<file path="src/include/starter_pkg.sv">
// Shared constants, types and carriers of the reversing star-delta starter sequencer.
`default_nettype none
package starter_pkg;

    // Register addresses of the serial register interface.
    localparam logic [15:0] CURRENT_DROP_THRESHOLD_ADDR    = 16'h0015;
    localparam logic [15:0] STAR_MAX_ON_TIME_ADDR          = 16'h0021;
    localparam logic [15:0] STAR_TO_DELTA_SWITCH_TIME_ADDR = 16'h0022;
    localparam logic [15:0] DEVICE_CONFIGURATION_ADDR      = 16'h003E;
    localparam logic [15:0] SEQ_STATUS_ADDR                = 16'h0040;
    localparam logic [15:0] FAULT_CLEAR_FIRST_ADDR         = 16'h0041;
    localparam logic [15:0] FAULT_CLEAR_LAST_ADDR          = 16'h006A;

    // Reset values.
    localparam logic [15:0] CURRENT_DROP_THRESHOLD_RST    = 16'h0000;
    localparam logic [15:0] STAR_MAX_ON_TIME_RST          = 16'h01F4;
    localparam logic [15:0] STAR_TO_DELTA_SWITCH_TIME_RST = 16'h0005;
    localparam logic [15:0] DEVICE_CONFIGURATION_RST      = 16'h0000;

    // Fields of the device configuration register.
    localparam int CFG_DEFAULT_BIT   = 0;
    localparam int CFG_PARAM_OK_BIT  = 1;
    localparam int CFG_SEL_LSB       = 2;
    localparam int CFG_SUPERV_BIT    = 5;
    localparam int CFG_TYPE_LSB      = 8;
    localparam int CFG_REMOTE_LSB    = 12;
    localparam int CFG_STOP_INV_BIT  = 14;
    localparam int CFG_START_INV_BIT = 15;
    localparam logic [3:0] TYPE_STAR_DELTA_REV = 4'h3;

    // Coil numbers and telegram bits.
    localparam logic [15:0] COIL_FWD_START  = 16'h0000;
    localparam logic [15:0] COIL_REV_START  = 16'h0001;
    localparam logic [15:0] COIL_STOP       = 16'h0002;
    localparam logic [15:0] COIL_IDENT      = 16'h0003;
    localparam logic [15:0] COIL_SEL_LOCAL  = 16'h000A;
    localparam logic [15:0] COIL_SEL_REMOTE = 16'h000B;
    localparam int TG_FWD_BIT    = 0;
    localparam int TG_REV_BIT    = 1;
    localparam int TG_STOP_BIT   = 2;
    localparam int TG_LOCAL_BIT  = 9;
    localparam int TG_REMOTE_BIT = 10;

    // Timing: timer registers count in units of 10 ms.
    localparam int unsigned CLK_PERIOD_NS = 4;
    localparam int unsigned TIMER_UNIT_NS = 10_000_000;
    localparam int unsigned TICK_CYCLES   = TIMER_UNIT_NS / CLK_PERIOD_NS;
    localparam logic [15:0] FLASH_TICKS   = 16'h0032;

    typedef enum logic [2:0] {
        SEL_FIELDBUS     = 3'h0,
        SEL_SERIAL       = 3'h1,
        SEL_HARDWIRE     = 3'h2,
        SEL_FIXED_LOCAL  = 3'h3,
        SEL_FIXED_REMOTE = 3'h4
    } sel_src_t;

    typedef enum logic [1:0] {
        SRC_HARDWIRE = 2'h0,
        SRC_SERIAL   = 2'h1,
        SRC_FIELDBUS = 2'h2
    } cmd_src_t;

    typedef enum logic [4:0] {
        ST_IDLE  = 5'h01,
        ST_STAR  = 5'h02,
        ST_LINE  = 5'h04,
        ST_GAP   = 5'h08,
        ST_DELTA = 5'h10
    } seq_state_t;

    typedef struct packed {
        logic        wr;
        logic [15:0] addr;
        logic [15:0] data;
    } reg_wr_t;

    typedef struct packed {
        logic        wr;
        logic [15:0] addr;
        logic        val;
    } coil_wr_t;

    typedef struct packed {
        logic        valid;
        logic [15:0] word;
    } telegram_t;

    typedef struct packed {
        logic stop_n;
        logic fwd_start;
        logic rev_start;
        logic superv;
        logic sel_local;
        logic sel_remote;
        logic reset_alarm;
        logic star_fb;
    } hw_in_t;

    typedef struct packed {
        logic forward_line_contactor;
        logic reverse_line_contactor;
        logic star_contactor;
        logic delta_contactor;
    } coils_t;

endpackage
`default_nettype wire

</file>
<file path="src/hdl/star_delta_reversing_starter_seq.sv">
// Sequencer for a reversing star-delta open-transition motor starter.
`timescale 1ns/1ns
`default_nettype none
// Overview of operation
// RULE1: Ready stays off and starts are refused until all faults are cleared.
// RULE2: Ready needs the hardwired stop input present at its valid level.
// RULE3: With drawer supervision enabled, ready needs the supervision input active.
// RULE4: Fieldbus selection: telegram bit 9 picks local, bit 10 picks remote.
// RULE5: Serial selection: coil 10 write picks local, coil 11 picks remote.
// RULE6: Hardwire selection: one input picks local, another picks remote.
// RULE7: Local lets every local source start/stop; remote lets only the remote source.
// RULE8: Fixed local always allows local sources; fixed remote only the remote one.
// RULE9: Local and remote both active forces ready off and blocks starts.
// RULE10: Configuration writes take effect only while parameter change is permitted.
// RULE11: Forward start first energizes the star contactor.
// RULE12: Star feedback then energizes the forward line contactor.
// RULE13: Star opens on maximum-on timeout or when current drops below threshold.
// RULE14: Delta closes only after star feedback is gone and switchover time elapses.
// RULE15: Stop while forward opens forward line, delta and star together.
// RULE16: Reverse start runs the same sequence with the reverse line contactor.
// RULE17: Stop while reverse opens delta, reverse line and star together.
// RULE18: Star maximum-on and switchover times each have their own register.
// RULE19: Config bit 0 set with type 0x3 applies the default input mapping.
// RULE20: Default mapping: stop input active low, start inputs active high.
// RULE21: Shared output shows ready first, else flashes the identification pattern.
// RULE22: Starts are ignored while running or not ready; line contactors never both on.
module star_delta_reversing_starter_seq #(
    parameter int unsigned TICK_CYCLES_P = starter_pkg::TICK_CYCLES
) (
    // Clock and reset
    input  wire logic                   sys_clk_i,
    input  wire logic                   nrst_i,
    // Hardwired pins and contactor feedback
    input  wire starter_pkg::hw_in_t    hw_i,
    // Metering and fault logic
    input  wire logic [15:0]            current_i,
    input  wire logic                   fault_event_i,
    // Serial register access
    input  wire starter_pkg::reg_wr_t   reg_wr_i,
    input  wire starter_pkg::coil_wr_t  coil_wr_i,
    input  wire logic [15:0]            rd_addr_i,
    output logic      [15:0]            rd_data_o,
    // Fieldbus telegram
    input  wire starter_pkg::telegram_t telegram_i,
    // Contactor coils and indications
    output starter_pkg::coils_t         coils_o,
    output logic                        ready_ident_o,
    output logic                        local_ctrl_o,
    output logic                        fault_o
);
    import starter_pkg::*;

    typedef struct packed {
        logic [15:0] thresh;
        logic [15:0] star_max;
        logic [15:0] sw_time;
        logic [15:0] cfg;
        logic        loc;
        logic        rem;
        logic        fault;
        logic        ident;
        logic        flash;
        logic [15:0] flash_cnt;
        seq_state_t  seq;
        logic        dir;
        logic [31:0] tick_cnt;
        logic [15:0] tim;
        logic        fwd_prev;
        logic        rev_prev;
        logic        ready;
        coils_t      coils;
        logic [15:0] rd_data;
    } state_t;

    state_t s_q;
    state_t s_d;
    hw_in_t hw_s;

    logic     tick;
    logic     default_map;
    logic     stop_act;
    logic     fwd_lvl;
    logic     rev_lvl;
    logic     ready;
    logic     param_ok;
    logic     fwd_req;
    logic     rev_req;
    logic     stop_req;
    logic     fault_clr;
    logic     low_current;
    cmd_src_t rsrc;
    sel_src_t sel;

    if (TICK_CYCLES_P < 1) begin : g_bad_tick
        $error("TICK_CYCLES_P must be at least one.");
    end

    function automatic logic src_allowed(input cmd_src_t src, input logic loc,
                                         input logic rem, input cmd_src_t remote);
        src_allowed = (loc & ~rem & (src != remote)) | (rem & ~loc & (src == remote));
    endfunction

    function automatic logic in_fault_range(input logic [15:0] addr);
        in_fault_range = (addr >= FAULT_CLEAR_FIRST_ADDR) && (addr <= FAULT_CLEAR_LAST_ADDR);
    endfunction

    pin_sync #(
        .WIDTH ($bits(hw_in_t))
    ) u_pin_sync (
        .sys_clk_i (sys_clk_i),
        .nrst_i    (nrst_i),
        .d_i       (hw_i),
        .q_o       (hw_s)
    );

    always_comb begin
        s_d  = s_q;
        tick = (s_q.tick_cnt == 32'(TICK_CYCLES_P - 1));
        rsrc = cmd_src_t'(s_q.cfg[CFG_REMOTE_LSB +: 2]);
        sel  = sel_src_t'(s_q.cfg[CFG_SEL_LSB +: 3]);
        param_ok = s_q.cfg[CFG_PARAM_OK_BIT];
        // Outside the default mapping software may invert the input senses.
        default_map = s_q.cfg[CFG_DEFAULT_BIT] &&
                      (s_q.cfg[CFG_TYPE_LSB +: 4] == TYPE_STAR_DELTA_REV); // see RULE19
        stop_act = (~default_map & s_q.cfg[CFG_STOP_INV_BIT]) ? hw_s.stop_n
                                                              : ~hw_s.stop_n; // see RULE20
        fwd_lvl  = hw_s.fwd_start ^ (~default_map & s_q.cfg[CFG_START_INV_BIT]); // see RULE20
        rev_lvl  = hw_s.rev_start ^ (~default_map & s_q.cfg[CFG_START_INV_BIT]);
        low_current = current_i < s_q.thresh;

        s_d.tick_cnt = tick ? 32'h00000000 : 32'(s_q.tick_cnt + 32'h00000001);
        s_d.fwd_prev = fwd_lvl;
        s_d.rev_prev = rev_lvl;

        // The fault flag is set by an event even in the cycle it is cleared.
        fault_clr = hw_s.reset_alarm | (reg_wr_i.wr & in_fault_range(reg_wr_i.addr));
        s_d.fault = fault_event_i | (s_q.fault & ~fault_clr); // see RULE1

        ready = ~s_q.fault                                  // see RULE1
              & ~stop_act                                   // see RULE2
              & (~s_q.cfg[CFG_SUPERV_BIT] | hw_s.superv)    // see RULE3
              & (s_q.loc ^ s_q.rem);                        // see RULE9
        s_d.ready = ready;

        // Register writes; the permission bit itself stays writable.
        if (reg_wr_i.wr) begin
            if (reg_wr_i.addr == DEVICE_CONFIGURATION_ADDR) begin
                if (param_ok) begin
                    s_d.cfg = reg_wr_i.data; // see RULE10
                end else begin
                    s_d.cfg[CFG_PARAM_OK_BIT] = reg_wr_i.data[CFG_PARAM_OK_BIT];
                end
            end
            if (param_ok && reg_wr_i.addr == CURRENT_DROP_THRESHOLD_ADDR) begin
                s_d.thresh = reg_wr_i.data; // see RULE10
            end
            if (param_ok && reg_wr_i.addr == STAR_MAX_ON_TIME_ADDR) begin
                s_d.star_max = reg_wr_i.data; // see RULE18
            end
            if (param_ok && reg_wr_i.addr == STAR_TO_DELTA_SWITCH_TIME_ADDR) begin
                s_d.sw_time = reg_wr_i.data; // see RULE18
            end
        end

        // Local/remote selection from the configured source.
        case (sel)
            SEL_FIELDBUS: begin
                if (telegram_i.valid) begin
                    s_d.loc = telegram_i.word[TG_LOCAL_BIT]; // see RULE4
                    s_d.rem = telegram_i.word[TG_REMOTE_BIT];
                end
            end
            SEL_SERIAL: begin
                if (coil_wr_i.wr && coil_wr_i.val && coil_wr_i.addr == COIL_SEL_LOCAL) begin
                    s_d.loc = 1'b1; // see RULE5
                    s_d.rem = 1'b0;
                end
                if (coil_wr_i.wr && coil_wr_i.val && coil_wr_i.addr == COIL_SEL_REMOTE) begin
                    s_d.loc = 1'b0; // see RULE5
                    s_d.rem = 1'b1;
                end
            end
            SEL_HARDWIRE: begin
                s_d.loc = hw_s.sel_local; // see RULE6
                s_d.rem = hw_s.sel_remote;
            end
            SEL_FIXED_LOCAL: begin
                s_d.loc = 1'b1; // see RULE8
                s_d.rem = 1'b0;
            end
            SEL_FIXED_REMOTE: begin
                s_d.loc = 1'b0; // see RULE8
                s_d.rem = 1'b1;
            end
            default: begin
                s_d.loc = 1'b0;
                s_d.rem = 1'b0;
            end
        endcase

        // Commands, each gated by whether its source may act now.
        fwd_req = (src_allowed(SRC_HARDWIRE, s_q.loc, s_q.rem, rsrc) & fwd_lvl & ~s_q.fwd_prev)
                | (src_allowed(SRC_SERIAL, s_q.loc, s_q.rem, rsrc) & coil_wr_i.wr
                   & coil_wr_i.val & (coil_wr_i.addr == COIL_FWD_START))
                | (src_allowed(SRC_FIELDBUS, s_q.loc, s_q.rem, rsrc) & telegram_i.valid
                   & telegram_i.word[TG_FWD_BIT]); // see RULE7
        rev_req = (src_allowed(SRC_HARDWIRE, s_q.loc, s_q.rem, rsrc) & rev_lvl & ~s_q.rev_prev)
                | (src_allowed(SRC_SERIAL, s_q.loc, s_q.rem, rsrc) & coil_wr_i.wr
                   & coil_wr_i.val & (coil_wr_i.addr == COIL_REV_START))
                | (src_allowed(SRC_FIELDBUS, s_q.loc, s_q.rem, rsrc) & telegram_i.valid
                   & telegram_i.word[TG_REV_BIT]); // see RULE7
        // The hardwired stop and any fault always stop, whatever the selection.
        stop_req = stop_act | s_q.fault
                 | (src_allowed(SRC_SERIAL, s_q.loc, s_q.rem, rsrc) & coil_wr_i.wr
                    & coil_wr_i.val & (coil_wr_i.addr == COIL_STOP))
                 | (src_allowed(SRC_FIELDBUS, s_q.loc, s_q.rem, rsrc) & telegram_i.valid
                    & telegram_i.word[TG_STOP_BIT]); // see RULE7

        if (coil_wr_i.wr && coil_wr_i.addr == COIL_IDENT) begin
            s_d.ident = coil_wr_i.val;
        end
        if (tick) begin
            if (s_q.flash_cnt >= FLASH_TICKS) begin
                s_d.flash_cnt = 16'h0000;
                s_d.flash     = ~s_q.flash;
            end else begin
                s_d.flash_cnt = 16'(s_q.flash_cnt + 16'h0001);
            end
        end

        // Start sequence.
        case (s_q.seq)
            ST_IDLE: begin
                s_d.tim = 16'h0000;
                // Simultaneous forward and reverse requests are both ignored.
                if (ready && fwd_req && !rev_req) begin
                    s_d.seq = ST_STAR; // see RULE11
                    s_d.dir = 1'b0;
                end else if (ready && rev_req && !fwd_req) begin
                    s_d.seq = ST_STAR; // see RULE16
                    s_d.dir = 1'b1;
                end
            end
            ST_STAR: begin
                if (hw_s.star_fb) begin
                    s_d.seq = ST_LINE; // see RULE12
                    s_d.tim = 16'h0000;
                end
            end
            ST_LINE: begin
                if (tick) begin
                    s_d.tim = 16'(s_q.tim + 16'h0001);
                end
                if (s_q.tim >= s_q.star_max || low_current) begin
                    s_d.seq = ST_GAP; // see RULE13
                    s_d.tim = 16'h0000;
                end
            end
            ST_GAP: begin
                if (hw_s.star_fb) begin
                    s_d.tim = 16'h0000; // see RULE14
                end else if (s_q.tim >= s_q.sw_time) begin
                    s_d.seq = ST_DELTA; // see RULE14
                end else if (tick) begin
                    s_d.tim = 16'(s_q.tim + 16'h0001);
                end
            end
            ST_DELTA: begin
                s_d.tim = 16'h0000;
            end
            default: begin
                s_d.seq = ST_IDLE;
            end
        endcase
        if (s_q.seq != ST_IDLE && stop_req) begin
            s_d.seq = ST_IDLE; // see RULE15 see RULE17
        end

        // Coils follow the next state so they switch on the same edge.
        s_d.coils.star_contactor  = (s_d.seq == ST_STAR) || (s_d.seq == ST_LINE); // see RULE11
        s_d.coils.delta_contactor = (s_d.seq == ST_DELTA); // see RULE14
        s_d.coils.forward_line_contactor = ~s_d.dir &
            ((s_d.seq == ST_LINE) || (s_d.seq == ST_GAP) || (s_d.seq == ST_DELTA)); // see RULE22
        s_d.coils.reverse_line_contactor = s_d.dir &
            ((s_d.seq == ST_LINE) || (s_d.seq == ST_GAP) || (s_d.seq == ST_DELTA)); // see RULE16

        case (rd_addr_i)
            CURRENT_DROP_THRESHOLD_ADDR:    s_d.rd_data = s_q.thresh;
            STAR_MAX_ON_TIME_ADDR:          s_d.rd_data = s_q.star_max;
            STAR_TO_DELTA_SWITCH_TIME_ADDR: s_d.rd_data = s_q.sw_time;
            DEVICE_CONFIGURATION_ADDR:      s_d.rd_data = s_q.cfg;
            SEQ_STATUS_ADDR: s_d.rd_data = {5'h00, s_q.fault, s_q.rem, s_q.loc,
                                            s_q.ready, s_q.dir, 1'b0, s_q.seq};
            default:                        s_d.rd_data = 16'h0000;
        endcase
    end

    always_ff @(posedge sys_clk_i or negedge nrst_i) begin
        if (!nrst_i) begin
            s_q          <= '0;
            s_q.thresh   <= CURRENT_DROP_THRESHOLD_RST;
            s_q.star_max <= STAR_MAX_ON_TIME_RST;
            s_q.sw_time  <= STAR_TO_DELTA_SWITCH_TIME_RST;
            s_q.cfg      <= DEVICE_CONFIGURATION_RST;
            s_q.seq      <= ST_IDLE;
        end else begin
            s_q <= s_d;
        end
    end

    assign coils_o       = s_q.coils;
    assign ready_ident_o = s_q.ready | (s_q.ident & s_q.flash); // see RULE21
    assign local_ctrl_o  = s_q.loc;
    assign fault_o       = s_q.fault;
    assign rd_data_o     = s_q.rd_data;
endmodule
`default_nettype wire

</file>
<file path="src/hdl/pin_sync.sv">
// Two-flop synchroniser for asynchronous pin inputs.
`timescale 1ns/1ns
`default_nettype none
module pin_sync #(
    parameter int WIDTH = 8
) (
    // Clock and reset
    input  wire logic             sys_clk_i,
    input  wire logic             nrst_i,
    // Data
    input  wire logic [WIDTH-1:0] d_i,
    output logic      [WIDTH-1:0] q_o
);
    typedef struct packed {
        logic [WIDTH-1:0] meta;
        logic [WIDTH-1:0] sync;
    } sync_state_t;

    sync_state_t s_q;
    sync_state_t s_d;

    if (WIDTH < 1) begin : g_bad_width
        $error("pin_sync needs WIDTH of at least one.");
    end

    always_comb begin
        s_d      = s_q;
        s_d.meta = d_i;
        s_d.sync = s_q.meta;
    end

    always_ff @(posedge sys_clk_i or negedge nrst_i) begin
        if (!nrst_i) begin
            s_q <= '0;
        end else begin
            s_q <= s_d;
        end
    end

    assign q_o = s_q.sync;
endmodule
`default_nettype wire

</file>
<file path="config.mk">
export PLATFORM = sky130hd
export DESIGN_NAME = star_delta_reversing_starter_seq
export DESIGN_NICKNAME = d
export VERILOG_FILES = /design/src/include/starter_pkg.sv /design/src/hdl/star_delta_reversing_starter_seq.sv /design/src/hdl/pin_sync.sv
export SDC_FILE = /design/constraint.sdc
export NUM_CORES = 1
export LEC_CHECK = 0
export BUFFER_PORTS_ARGS = -buffer_cell sky130_fd_sc_hd__buf_4
export CORE_MARGIN = 2
export CORE_UTILIZATION = 52
export DETAILED_ROUTE_END_ITERATION = 8
export PLACE_DENSITY_LB_ADDON = 0.1
export REMOVE_ABC_BUFFERS = 1
export SETUP_SLACK_MARGIN = 0.4
export SYNTH_ARGS = -nofsm -noshare
export SYNTH_HDL_FRONTEND = slang
export SYNTH_SLANG_ARGS = --single-unit
export TNS_END_PERCENT = 50
</file>
<file path="constraint.sdc">
create_clock -name sys_clk_i -period 2.5 [get_ports sys_clk_i]
set_input_delay 0.5 -clock sys_clk_i [delete_from_list [all_inputs] [get_ports sys_clk_i]]
set_output_delay 0.5 -clock sys_clk_i [all_outputs]
set_load 0.05 [all_outputs]
</file>
# Word level (Yosys, flattened, before mapping)
# Index checks and enable logic that the tools add are counted.
# W data, S select, Z words.
# totals
regBits	178
in_bits	111
word_cells	189
# classes
add_sub_neg	3
n_lt_le_gt_ge	6
eq_ne	38
mux	23
bitwise	60
n_reduce_logical	34
# op_table
cell	n
$eq A16 B6 Y1 const B	6
$mux W16	6
$pmux W16 S5	1
$pmux W16 S4	1
$add A16 B1 Y16 const B	2
$add A32 B1 Y32 const B	1
$eq A16 B2 Y1 const B	2
$eq A16 B4 Y1 const B	2
$eq A16 B5 Y1 const B	2
$eq A32 B22 Y1 const B	1
$ge A16 B16 Y1	2
$mux W32	1
$and A1 B1 Y1	31
$mux W5	5
$pmux W5 S5	1
$eq A16 B1 Y1 const B	1
$eq A16 B7 Y1 const B	1
$ge A16 B6 Y1 const B	1
$ge A16 B7 Y1 const B	1
$le A16 B7 Y1 const B	1
$logic_not A16 Y1	1
$lt A16 B16 Y1	1
$logic_and A1 B1 Y1	14
$or A1 B1 Y1	14
33 further kinds	65

# Depth between registers and ports, before layout
# Gate-level depths: netlist of the first run.
# logic_depth
ltp_word	19
mapped_depth	10
ltp_nobuf	9

# Modules after synthesis
# From an unflattened synthesis of the first run, not the netlist that was laid out.
# hier_totals
hier_cells	902
hier_area_um2	9163.8
# modules_own_cells
module	n_inst	cells_each	area_per_inst_um2	seq_area_each_um2
star_delta_reversing_starter_seq	1	886	8763.4	4065.1
pin_sync	1	16	400.4	400.4

# Least setup slack after synthesis of the first run
# Ideal clock, no wire load.
# synth_path
path_type	input -> register
from	input current_i[2]
to	register s_q[29] (netlist bit)
t_arrival_ns	2.414
required_time_ns	2.379
setup_slack_ns	-0.035
cell_stages	9
path_cell_list	ha_1 a211o_1 a31oi_1 o221ai_1 a221o_1 and3_1 nor3_2 buf_2 nor2_1
# synth_between
elab_chain_cells	4
# synth_rtl
element	line	rtl
start, declared	star_delta_reversing_starter_seq.sv:36	input wire logic [15:0] current_i,
$lt A16 B16 Y1	star_delta_reversing_starter_seq.sv:129	low_current = current_i < s_q.thresh;
$logic_or A1 B1 Y1	star_delta_reversing_starter_seq.sv:254	if (s_q.tim >= s_q.star_max || low_current) begin
$mux W16	star_delta_reversing_starter_seq.sv:254	
$pmux W16 S4	star_delta_reversing_starter_seq.sv:232	case (s_q.seq)
end, declared	star_delta_reversing_starter_seq.sv:75	state_t s_q;
# No other way between the ends.
# A chain may end at the register's enable or synchronous reset.

# Worst setup path in the final report of the first run
# layout_path
from	register s_q[148] (netlist bit)
to	register s_q[31] (netlist bit)
# layout_between
elab_chain_cells	4
# layout_rtl
element	line
$lt A16 B16 Y1	star_delta_reversing_starter_seq.sv:129
$logic_or A1 B1 Y1	star_delta_reversing_starter_seq.sv:254
$mux W16	star_delta_reversing_starter_seq.sv:254
$pmux W16 S4	star_delta_reversing_starter_seq.sv:232
# No other way between the ends.

==> results.cfg, run 1 <==
[pwr]
switching_share_pct = 24.10
power.share.clock_pct = 42.1
p_leak_nw = 5.698
power.net_switching_mw = 1.491
p_int_mw = 4.698
p_comb_share_pct = 10.3
ir_drop_mv = 0.4634
seq_power_share_pct = 47.6
powerDensity_nw_per_um2 = 508.2

[synthesis]
synth-edff-count = 0
ys_ff_latch = 178
synth_area_leaders = dfrtp_1 45%, ha_1 7.1%, mux2_2 6.0%
ys_seq_area_share_pct = 47.81
netlist_instances = 896
syn_area_sq_um = 9340
synth_top_area_share_pct = 45.28
ys_async_sr_fraction_pct = 100.0
yosysUniqueCellTypes = 63
yosys_warnings = 0
synth_ff_type = dfrtp_1
yosysTopAreaCell = dfrtp_1
yosysMostFrequentCell = dfrtp_1
synth_commonest_cells = 169 x dfrtp_1, 74 x nand2_1, 72 x nor2_1, 66 x inv_1, 53 x ha_1
syn_area_per_cell_sq_um = 10.42

[grt]
grtUsageTotal_pct = 25.63
grt-busiest-layer = met2
met3_usage_pct = 5.715
grt_pass1_wl_um = 38820
grt_use_met2_pct = 41.12
antenna_found_initial = 1
use_met1_pct = 35.38
grt-ovfl-total = 0
grt_max_degree = 50
grt_pass1_vias = 7409

[sta]
final_hold_viol_count = 0
finalSetupViolCount = 0
finalCritPeriodShare_pct = 97.35
min_period_ns = 2.434
maxSlewViolCount = 0
fmax_ghz = 0.4109
finalSetupTns_ns = 0
rsz0062_at_grt = yes
slew_headroom_pct = 50.10
worstMarginPinSlew_ns = 0.7478
whs_ns = 0.01037
fin_skew_ns = 0.01168

[floorplan]
ios = 134
die_x_um = 138.0
fp.dieH_um = 138.0
placementRows = 49
core_sq_um = 17780
initial_utilization_pct = 52.53
die-area_sq_um = 19050

[placement]
dp.cells = 1262
placed_area_sq_um = 10830
dpl.hpwl_um = 17420
portBuffers = 122
gp_congestion = 0.8545

[detailed_routing]
routed_wl_um = 24320
route.detailed.drc = 0
ant_nets = 0
vias = 7524
dr.first_iter.drc_count = 583
routed_via_density = 5.674
dr.pass1.iters = 7
wl_per_cell_um = 18.34

[worst_setup_path]
cpPeakStageDelay_ns = 0.40
crit_path_end_kind = register
crit_chain = inv_2 -> ha_4 -> a211o_1 -> a31oi_2 -> o221ai_2 -> a221o_1 -> and3_4 -> nor3_4 -> buf_6 -> nor2_2
critPathLaunchType = register
cp_slowest_cell = dfrtp_1
crit_fanout = 6
critPathKind = register to register
arrival_ns = 2.75
required_ns = 2.82

[final_layout]
drive_gt1_share_pct = 36.68
nets = 1247
finalNonFillerCells = 1326
fillCellCount = 1361
design_area_sq_um = 12180
syn_to_final_growth_pct = 30.40

[status]
status = finished, final reports clean

[clock_tree]
clockRootBuffer = clkbuf_16
clk_pin_slew_ns = 0.06
cts_buffers = 17
cts_sinks = 178
clock_latency_ns = 0.43
hold_buffers = 0
cts_tree = done
cts.path.max_buffers = 2
h-tree-depth = 4

[worst_hold_path]
hp-class = input port to async pin

[run]
maxCapViolCount = 0
-- placed cells by master, fill, tap and decap left out, types with 9 or more instances in the layout --
| cell | instances |
|---|---|
| a21oi_1 | 18 |
| nand3_1 | 30 |
| buf_4 | 188 |
| nor2_1 | 52 |
| a211oi_2 | 10 |
| xnor2_1 | 37 |
| xor2_1 | 11 |
| inv_1 | 61 |
| nor3_1 | 10 |
| nor4_1 | 14 |
| o21ai_0 | 23 |
| nand4_1 | 15 |
| ha_1 | 47 |
| nor2_2 | 17 |
| and3_1 | 17 |
| dfstp_2 | 9 |
| mux2_2 | 50 |
| a22oi_1 | 15 |
| nand2_1 | 71 |
| buf_6 | 11 |
| dfrtp_1 | 167 |
| clkbuf_16 | 17 |
-- final timing paths --
| path | startpoint | to | slack, ns | cells past startpoint |
|---|---|---|---|---|
| max reg2reg | s_q[148]$_DFFE_PN0P_ | s_q[31]$_DFFE_PN0P_ | 0.07 | 10 |
| min in group sys_clk_i | hw_i[0] | u_pin_sync.s_d[0]$_DFF_PN0_ | 0.17 | 1 |
| max in group asynchronous | nrst_i | s_q[138]$_DFFE_PN1P_ | 1.80 | 2 |
| min reg2reg | u_pin_sync.s_d[1]$_DFF_PN0_ | u_pin_sync.q_o[1]$_DFF_PN0_ | 0.34 | 0 |
| min | nrst_i | s_q[83]$_DFFE_PN0N_ | 0.01 | 1 |
| max | s_q[148]$_DFFE_PN0P_ | s_q[31]$_DFFE_PN0P_ | 0.07 | 10 |
-- worst max-delay path: cells and delay by family, from the launching register on --
family | cells | cell delay [ns]
buffers and inverters | 2 | 0.27
flip-flops | 1 | 0.40
AO/OA/AOI/OAI | 4 | 0.98
AND/OR/NAND/NOR | 3 | 0.46
adder cells (fa/ha/maj) | 1 | 0.20
-- power groups by stage --
stage	combinational [mW]	sequential (mW)	clock, mW
final	0.635	2.95	2.61
after global routing	0.693	2.95	2.78
after floorplan	0.167	3.00	0
after global placement	0.505	3.00	0
after detailed placement	0.511	3.00	0
after CTS	0.590	2.94	2.66
-- layout make-up --
cell class | instances | area, sq um | share of cell area (%)
inverter | 66 | 247.7 | 2.034
clock buffer | 23 | 457.9 | 3.760
clock inverter | 9 | 110.1 | 0.9040
antenna | 1 | 2.502 | 0.02055
sequential | 178 | 4468 | 36.69
timing repair buffer | 209 | 1725 | 14.17
multi-input combinational | 611 | 4881 | 40.08
tap | 229 | 286.5 | 2.353
-- routing by layer --
layer  vias to the layer above  routed length [um]
li1                       3582                   -
met1                      3692               10940
met2                       216               11700
met3                        32                1226
met4                         2                 448
met5                         -                  12
-- metrics by stage --
step           utilization (%)  setup WS (ns)  total power, mW
2_1_floorplan                -        -0.3474            3.167
3_3_place_gp             60.89        -0.2079            3.503
3_5_place_dp             60.89        -0.2735            3.510
4_1_cts                  66.02        0.09212            6.190
5_1_grt                  68.49       -0.03267            6.416
6_report                 68.50        0.06631            6.190
-- flip-flops by register name (all words and copies together) (netlist names) --
register and flops:
param_ok 1, coils_o 4, u_pin_sync.s_d 8, local_ctrl_o 1, rd_data_o 16, u_pin_sync.q_o 8, s_q 137, fault_o 1
rsrc 2
-- cell families (layout without fill, tap and decap cells) --
family          Yosys count  after routing  share of synthesized area (%)
compound gates          153            153                          12.08
xor+xnor                 49             49                          4.595
fa+ha+maj                53             53                          7.100
buf+inv                 107            307                          5.238
flops                   178            178                          47.81
mux                      58             58                          6.885
other cells               0              1                              0
simple gates            298            298                          16.29
-- repair_timing --
item                                    in CTS  in global routing
pin swaps                                   24                 37
gates resized for setup                     44                 89
gates cloned                                 4                  0
setup buffers                               16                 11
endpoints found under the setup margin      40                 54
(Power assumes the default switching activity.)
==> run 2: changes to the inputs <==
Settings changed: SETUP_SLACK_MARGIN 0.4 to 0.02.
==> run 2 against run 1 <==
  * Largest power group unchanged
  * Die area is the same
  * Total power down 1.1%
  * Non-clock buffer count decreased by 22
  * Clock skew down 0.0044 ns
  * Largest cell class unchanged
==> results.cfg, run 2 (synthesized netlist as in run 1, its figures left out) <==
[final_layout]
final_common_cell = buf_4
syn_to_final_growth_pct = 23.76
nets = 1225
largest_register = s_q
largest_reg_flops = 137
finalNonFillerCells = 1304
most-common-layout-cells = 176 x buf_4, 169 x dfrtp_1, 74 x nand2_1
drive_gt1_share_pct = 28.86

[worst_setup_path]
crit_path_end_kind = register
required_ns = 2.82
critPathKind = register to register
cpPeakStageDelay_ns = 0.41
cp_slowest_cell = dfrtp_1
critPathLaunchType = register
arrival_ns = 2.82
crit_chain = inv_2 -> ha_4 -> a211o_1 -> a31oi_2 -> o221ai_2 -> a221o_1 -> and3_4 -> nor3_4 -> buf_6 -> nor2_1
crit_fanout = 5

[sta]
min_period_ns = 2.497
finalSetupTns_ns = 0
fmax_ghz = 0.4004
worstMarginPinSlew_ns = 0.5331
final_hold_viol_count = 0
maxSlewViolCount = 0
finalSetupViolCount = 0
finalCritPeriodShare_pct = 99.90
rsz0062_at_grt = yes
fin_skew_ns = 0.007262
slew_headroom_pct = 64.42

[floorplan]
ios = 134
die_x_um = 138.0
die-area_sq_um = 19050
initial_utilization_pct = 52.53
core_sq_um = 17780
fp.dieH_um = 138.0
placementRows = 49

[pwr]
powerDensity_nw_per_um2 = 529.3
p_int_mw = 4.677
p_leak_nw = 5.508
p_total_mw = 6.119
switching_share_pct = 23.56
p_comb_share_pct = 9.4
ir_drop_mv = 0.4696
power.net_switching_mw = 1.442
seq_power_share_pct = 48.1
power.share.clock_pct = 42.4

[detailed_routing]
wl_per_cell_um = 17.85
vias = 7317
routed_via_density = 5.611
dr.pass1.iters = 8
route.detailed.drc = 0
ant_nets = 0
dr.first_iter.drc_count = 502
routed_wl_um = 23270

[placement]
portBuffers = 122
dpl.hpwl_um = 17420
gp_congestion = 0.8545
dp.cells = 1262

[clock_tree]
clk_pin_slew_ns = 0.06
clockRootBuffer = clkbuf_16
cts_tree = done
h-tree-depth = 4
cts_buffers = 17
cts_sinks = 178
cts.path.max_buffers = 2
hold_buffers = 0
clock_latency_ns = 0.43

[grt]
grt-ovfl-total = 0
antenna_found_initial = 1
grt_pass1_wl_um = 37610
grtUsageTotal_pct = 24.76
grt_pass1_vias = 7218
grt_max_degree = 50

[status]
status = finished, final reports clean

[run]
maxCapViolCount = 0

[worst_hold_path]
hp-class = input port to async pin
-- run 2: changes by cell type in the layout (fill, tap and decap cells not counted), sizes merged --
cell    change
clkbuf      -1
buf        -21
-- run 2: worst paths after layout --
check | endpoint | cells past startpoint | start | slack (ns)
worst max-delay path | s_q[23]$_DFFE_PN0P_ | 10 | s_q[148]$_DFFE_PN0P_ | 0.003
worst max register to register | s_q[23]$_DFFE_PN0P_ | 10 | s_q[148]$_DFFE_PN0P_ | 0.003
worst min register to register | u_pin_sync.q_o[7]$_DFF_PN0_ | 0 | u_pin_sync.s_d[7]$_DFF_PN0_ | 0.35
worst min-delay path | s_q[83]$_DFFE_PN0N_ | 1 | nrst_i | 0.009
min in group sys_clk_i | u_pin_sync.s_d[0]$_DFF_PN0_ | 1 | hw_i[0] | 0.17
max in group asynchronous | s_q[138]$_DFFE_PN1P_ | 2 | nrst_i | 1.81
-- run 2: power groups by stage --
stage          combinational [mW]  clock, mW  sequential [mW]
2_1_floorplan               0.167          0             3.00
3_3_place_gp                0.505          0             3.00
3_5_place_dp                0.511          0             3.00
4_1_cts                     0.567       2.66             2.94
5_1_grt                     0.631       2.77             2.95
6_report                    0.577       2.60             2.95
-- run 2: repair_timing --
item,4_1_cts,5_1_grt
pin swaps,2,12
hold endpoints to repair,0,0
resized for setup,8,16
setup buffers,1,7
cloned,1,0
setup endpoints to repair,16,23
-- run 2: layout make-up --
| cell class | instances | area, sq um |
|---|---|---|
| clock buffers | 23 | 457.9 |
| multi-input cells | 611 | 4483 |
| fillers | 1462 | 6220 |
| repair buffers | 187 | 1506 |
| clock inverters | 9 | 110.1 |
| flip-flops and latches | 178 | 4466 |
| inverters | 66 | 247.7 |
| diodes | 1 | 2.502 |
| well taps | 229 | 286.5 |
-- run 2: layer usage --
| metal | routed length (um) | GRT usage [%] | share of wire [%] | vias up |
|---|---|---|---|---|
| li1 | - | - | - | 3525 |
| met1 | 10840 | 34.51 | 47 | 3583 |
| met2 | 10980 | 39.50 | 47 | 179 |
| met3 | 1034 | 5.438 | 4.4 | 30 |
| met4 | 417 | 6.821 | 1.8 | 0 |
| met5 | 0 | 0 | 0 | - |
-- run 2: through the flow --
stage | util [%] | instance area [sq um] | worst slack, ns | hold slack (ns)
2_1_floorplan | - | 9099 | -0.3474 | 0.2044
3_3_place_gp | 60.89 | 10830 | -0.2079 | 0.3331
3_5_place_dp | 60.89 | 10830 | -0.2735 | 0.3347
4_1_cts | 64.36 | 11440 | 0.01819 | 0.009560
5_1_grt | 65.00 | 11560 | -0.06822 | 0.03761
6_report | 65.02 | 11560 | 0.002615 | 0.009484
-- run 2: worst max-delay path: cells and delay by family, from the launching register on --
kind | cells | cell delay [ns]
simple gates | 3 | 0.55
fa+ha+maj | 1 | 0.20
flops | 1 | 0.41
buf+inv | 2 | 0.26
compound gates | 4 | 0.98
==> run 3: changes to the inputs <==
Settings changed: RECOVER_POWER set to 25.
==> run 3 against run 2 <==
  * Count of clock-buffer cells in the layout is the same
  * Non-clock buffer count is the same
  * Sequential cell count is the same
  * Sequential power is essentially flat
  * Clock skew grew 0.00069 ns
  * Worst hold slack gained 0.18 ns
  * Die area is the same
  * Highest routed layer unchanged
==> results.cfg, run 3 (synthesized netlist as in run 1, its figures left out) <==
[status]
status = finished, final reports clean

[worst_hold_path]
hp-class = input port to register

[sta]
maxSlewViolCount = 0
finalSetupViolCount = 0
fin_skew_ns = 0.007950
finalCritPeriodShare_pct = 99.66
rsz0062_at_grt = yes
worstMarginPinSlew_ns = 1.203
slew_headroom_pct = 19.82
fmax_ghz = 0.4013
final_hold_viol_count = 0
min_period_ns = 2.492

[floorplan]
die-area_sq_um = 19050
initial_utilization_pct = 52.53
placementRows = 49
core_sq_um = 17780
ios = 134
die_x_um = 138.0
fp.dieH_um = 138.0

[final_layout]
final_common_cell = dfrtp_1
most-common-layout-cells = 169 x dfrtp_1, 168 x buf_4, 74 x nand2_1
fillCellCount = 1464
design_area_sq_um = 11540
multi_input_area_sq_um = 4483
largest_reg_flops = 137
largest_register = s_q
drive_gt1_share_pct = 28.86
syn_to_final_growth_pct = 23.54
nets = 1225
ff_latch_area_sq_um = 4466

[placement]
portBuffers = 122
dpl.hpwl_um = 17420
placed_area_sq_um = 10830
gp_congestion = 0.8545

[grt]
grt-ovfl-total = 0
grt_pass1_vias = 7218
antenna_found_initial = 1
grt_pass1_wl_um = 37610
grtUsageTotal_pct = 24.76
grt_max_degree = 50

[clock_tree]
clock_latency_ns = 0.43
cts_tree = done
clk_pin_slew_ns = 0.07
cts_buffers = 17
cts.path.max_buffers = 2
cts_sinks = 178
clockRootBuffer = clkbuf_16
hold_buffers = 0
h-tree-depth = 4

[detailed_routing]
dr.first_iter.drc_count = 547
routed_via_density = 5.593
routed_wl_um = 23160
route.detailed.drc = 0
dr.pass1.iters = 6
wl_per_cell_um = 17.76
ant_nets = 0
vias = 7293

[pwr]
ir_drop_mv = 0.4687
p_leak_nw = 5.499
powerDensity_nw_per_um2 = 529.7
p_total_mw = 6.112

[worst_setup_path]
required_ns = 2.82
critPathKind = register to register
crit_path_end_kind = register
critPathLaunchType = register
crit_fanout = 5
arrival_ns = 2.81

[run]
maxCapViolCount = 0
[run 3: changes by cell type in the layout (fill, tap and decap cells not counted), sizes merged]
cell    delta
buf       -10
clkbuf    +10
[run 3: worst paths after layout]
path | to | slack (ns) | from | cells after the start
worst min register to register | u_pin_sync.q_o[7]$_DFF_PN0_ | 0.35 | u_pin_sync.s_d[7]$_DFF_PN0_ | 0
worst max register to register | s_q[23]$_DFFE_PN0P_ | 0.008 | s_q[148]$_DFFE_PN0P_ | 10
worst min-delay path | u_pin_sync.s_d[0]$_DFF_PN0_ | 0.19 | hw_i[0] | 1
min in group asynchronous | s_q[79]$_DFFE_PN0N_ | 0.31 | nrst_i | 1
worst max-delay path | s_q[23]$_DFFE_PN0P_ | 0.008 | s_q[148]$_DFFE_PN0P_ | 10
max in group asynchronous | s_q[151]$_DFFE_PN0P_ | 0.51 | nrst_i | 2
[run 3: cell type report]
type / instances / share of cell area (%)
sequential: 178 / 38.70
inverter: 66 / 2.147
timing repair buffer: 187 / 12.87
clock inverter: 9 / 0.9542
clock buffer: 23 / 3.969
tap: 229 / 2.483
multi-input combinational: 611 / 38.85
antenna: 1 / 0.02169
[run 3: per-stage QoR]
stage          setup TNS [ns]  utilization [%]  hold slack, ns  cells  setup WS [ns]
5_1_grt                -1.003            64.88          0.1734   1303       -0.06822
6_report                    0            64.90          0.1887   1304       0.008393
3_3_place_gp           -3.017            60.89          0.3331   1262        -0.2079
4_1_cts                     0            64.36        0.009560   1296        0.01819
2_1_floorplan          -4.070                -          0.2044    855        -0.3474
3_5_place_dp           -3.946            60.89          0.3347   1262        -0.2735
[run 3: per-layer routing]
metal	vias to the layer above	global-route usage, %	share of wire (%)
li1	3527	-	-
met1	3559	34.51	46
met2	180	39.50	47
met3	27	5.438	4.9
met4	0	6.821	1.8
met5	-	0	0
[run 3: repair_timing]
item,in CTS,in global routing
setup buffers,1,7
cloned,1,0
gates resized for setup,8,16
setup endpoints to repair,16,23
pin swaps,2,12
[run 3: power breakdown]
| part | internal, mW | switching, mW |
|---|---|---|
| Sequential | 2.92 | 0.0293 |
| Clock | 1.50 | 1.10 |
| Combinational | 0.259 | 0.312 |
| Total | 4.67 | 1.44 |
[run 3: worst max-delay path, stage by stage (launching register included)]
cell and delay [ns]:
dfrtp_1 0.41, inv_2 0.08, ha_4 0.20, a211o_1 0.26, a31oi_2 0.20, o221ai_2 0.14, a221o_1 0.38, and3_4 0.23
nor3_4 0.26, buf_6 0.18, nor2_1 0.05
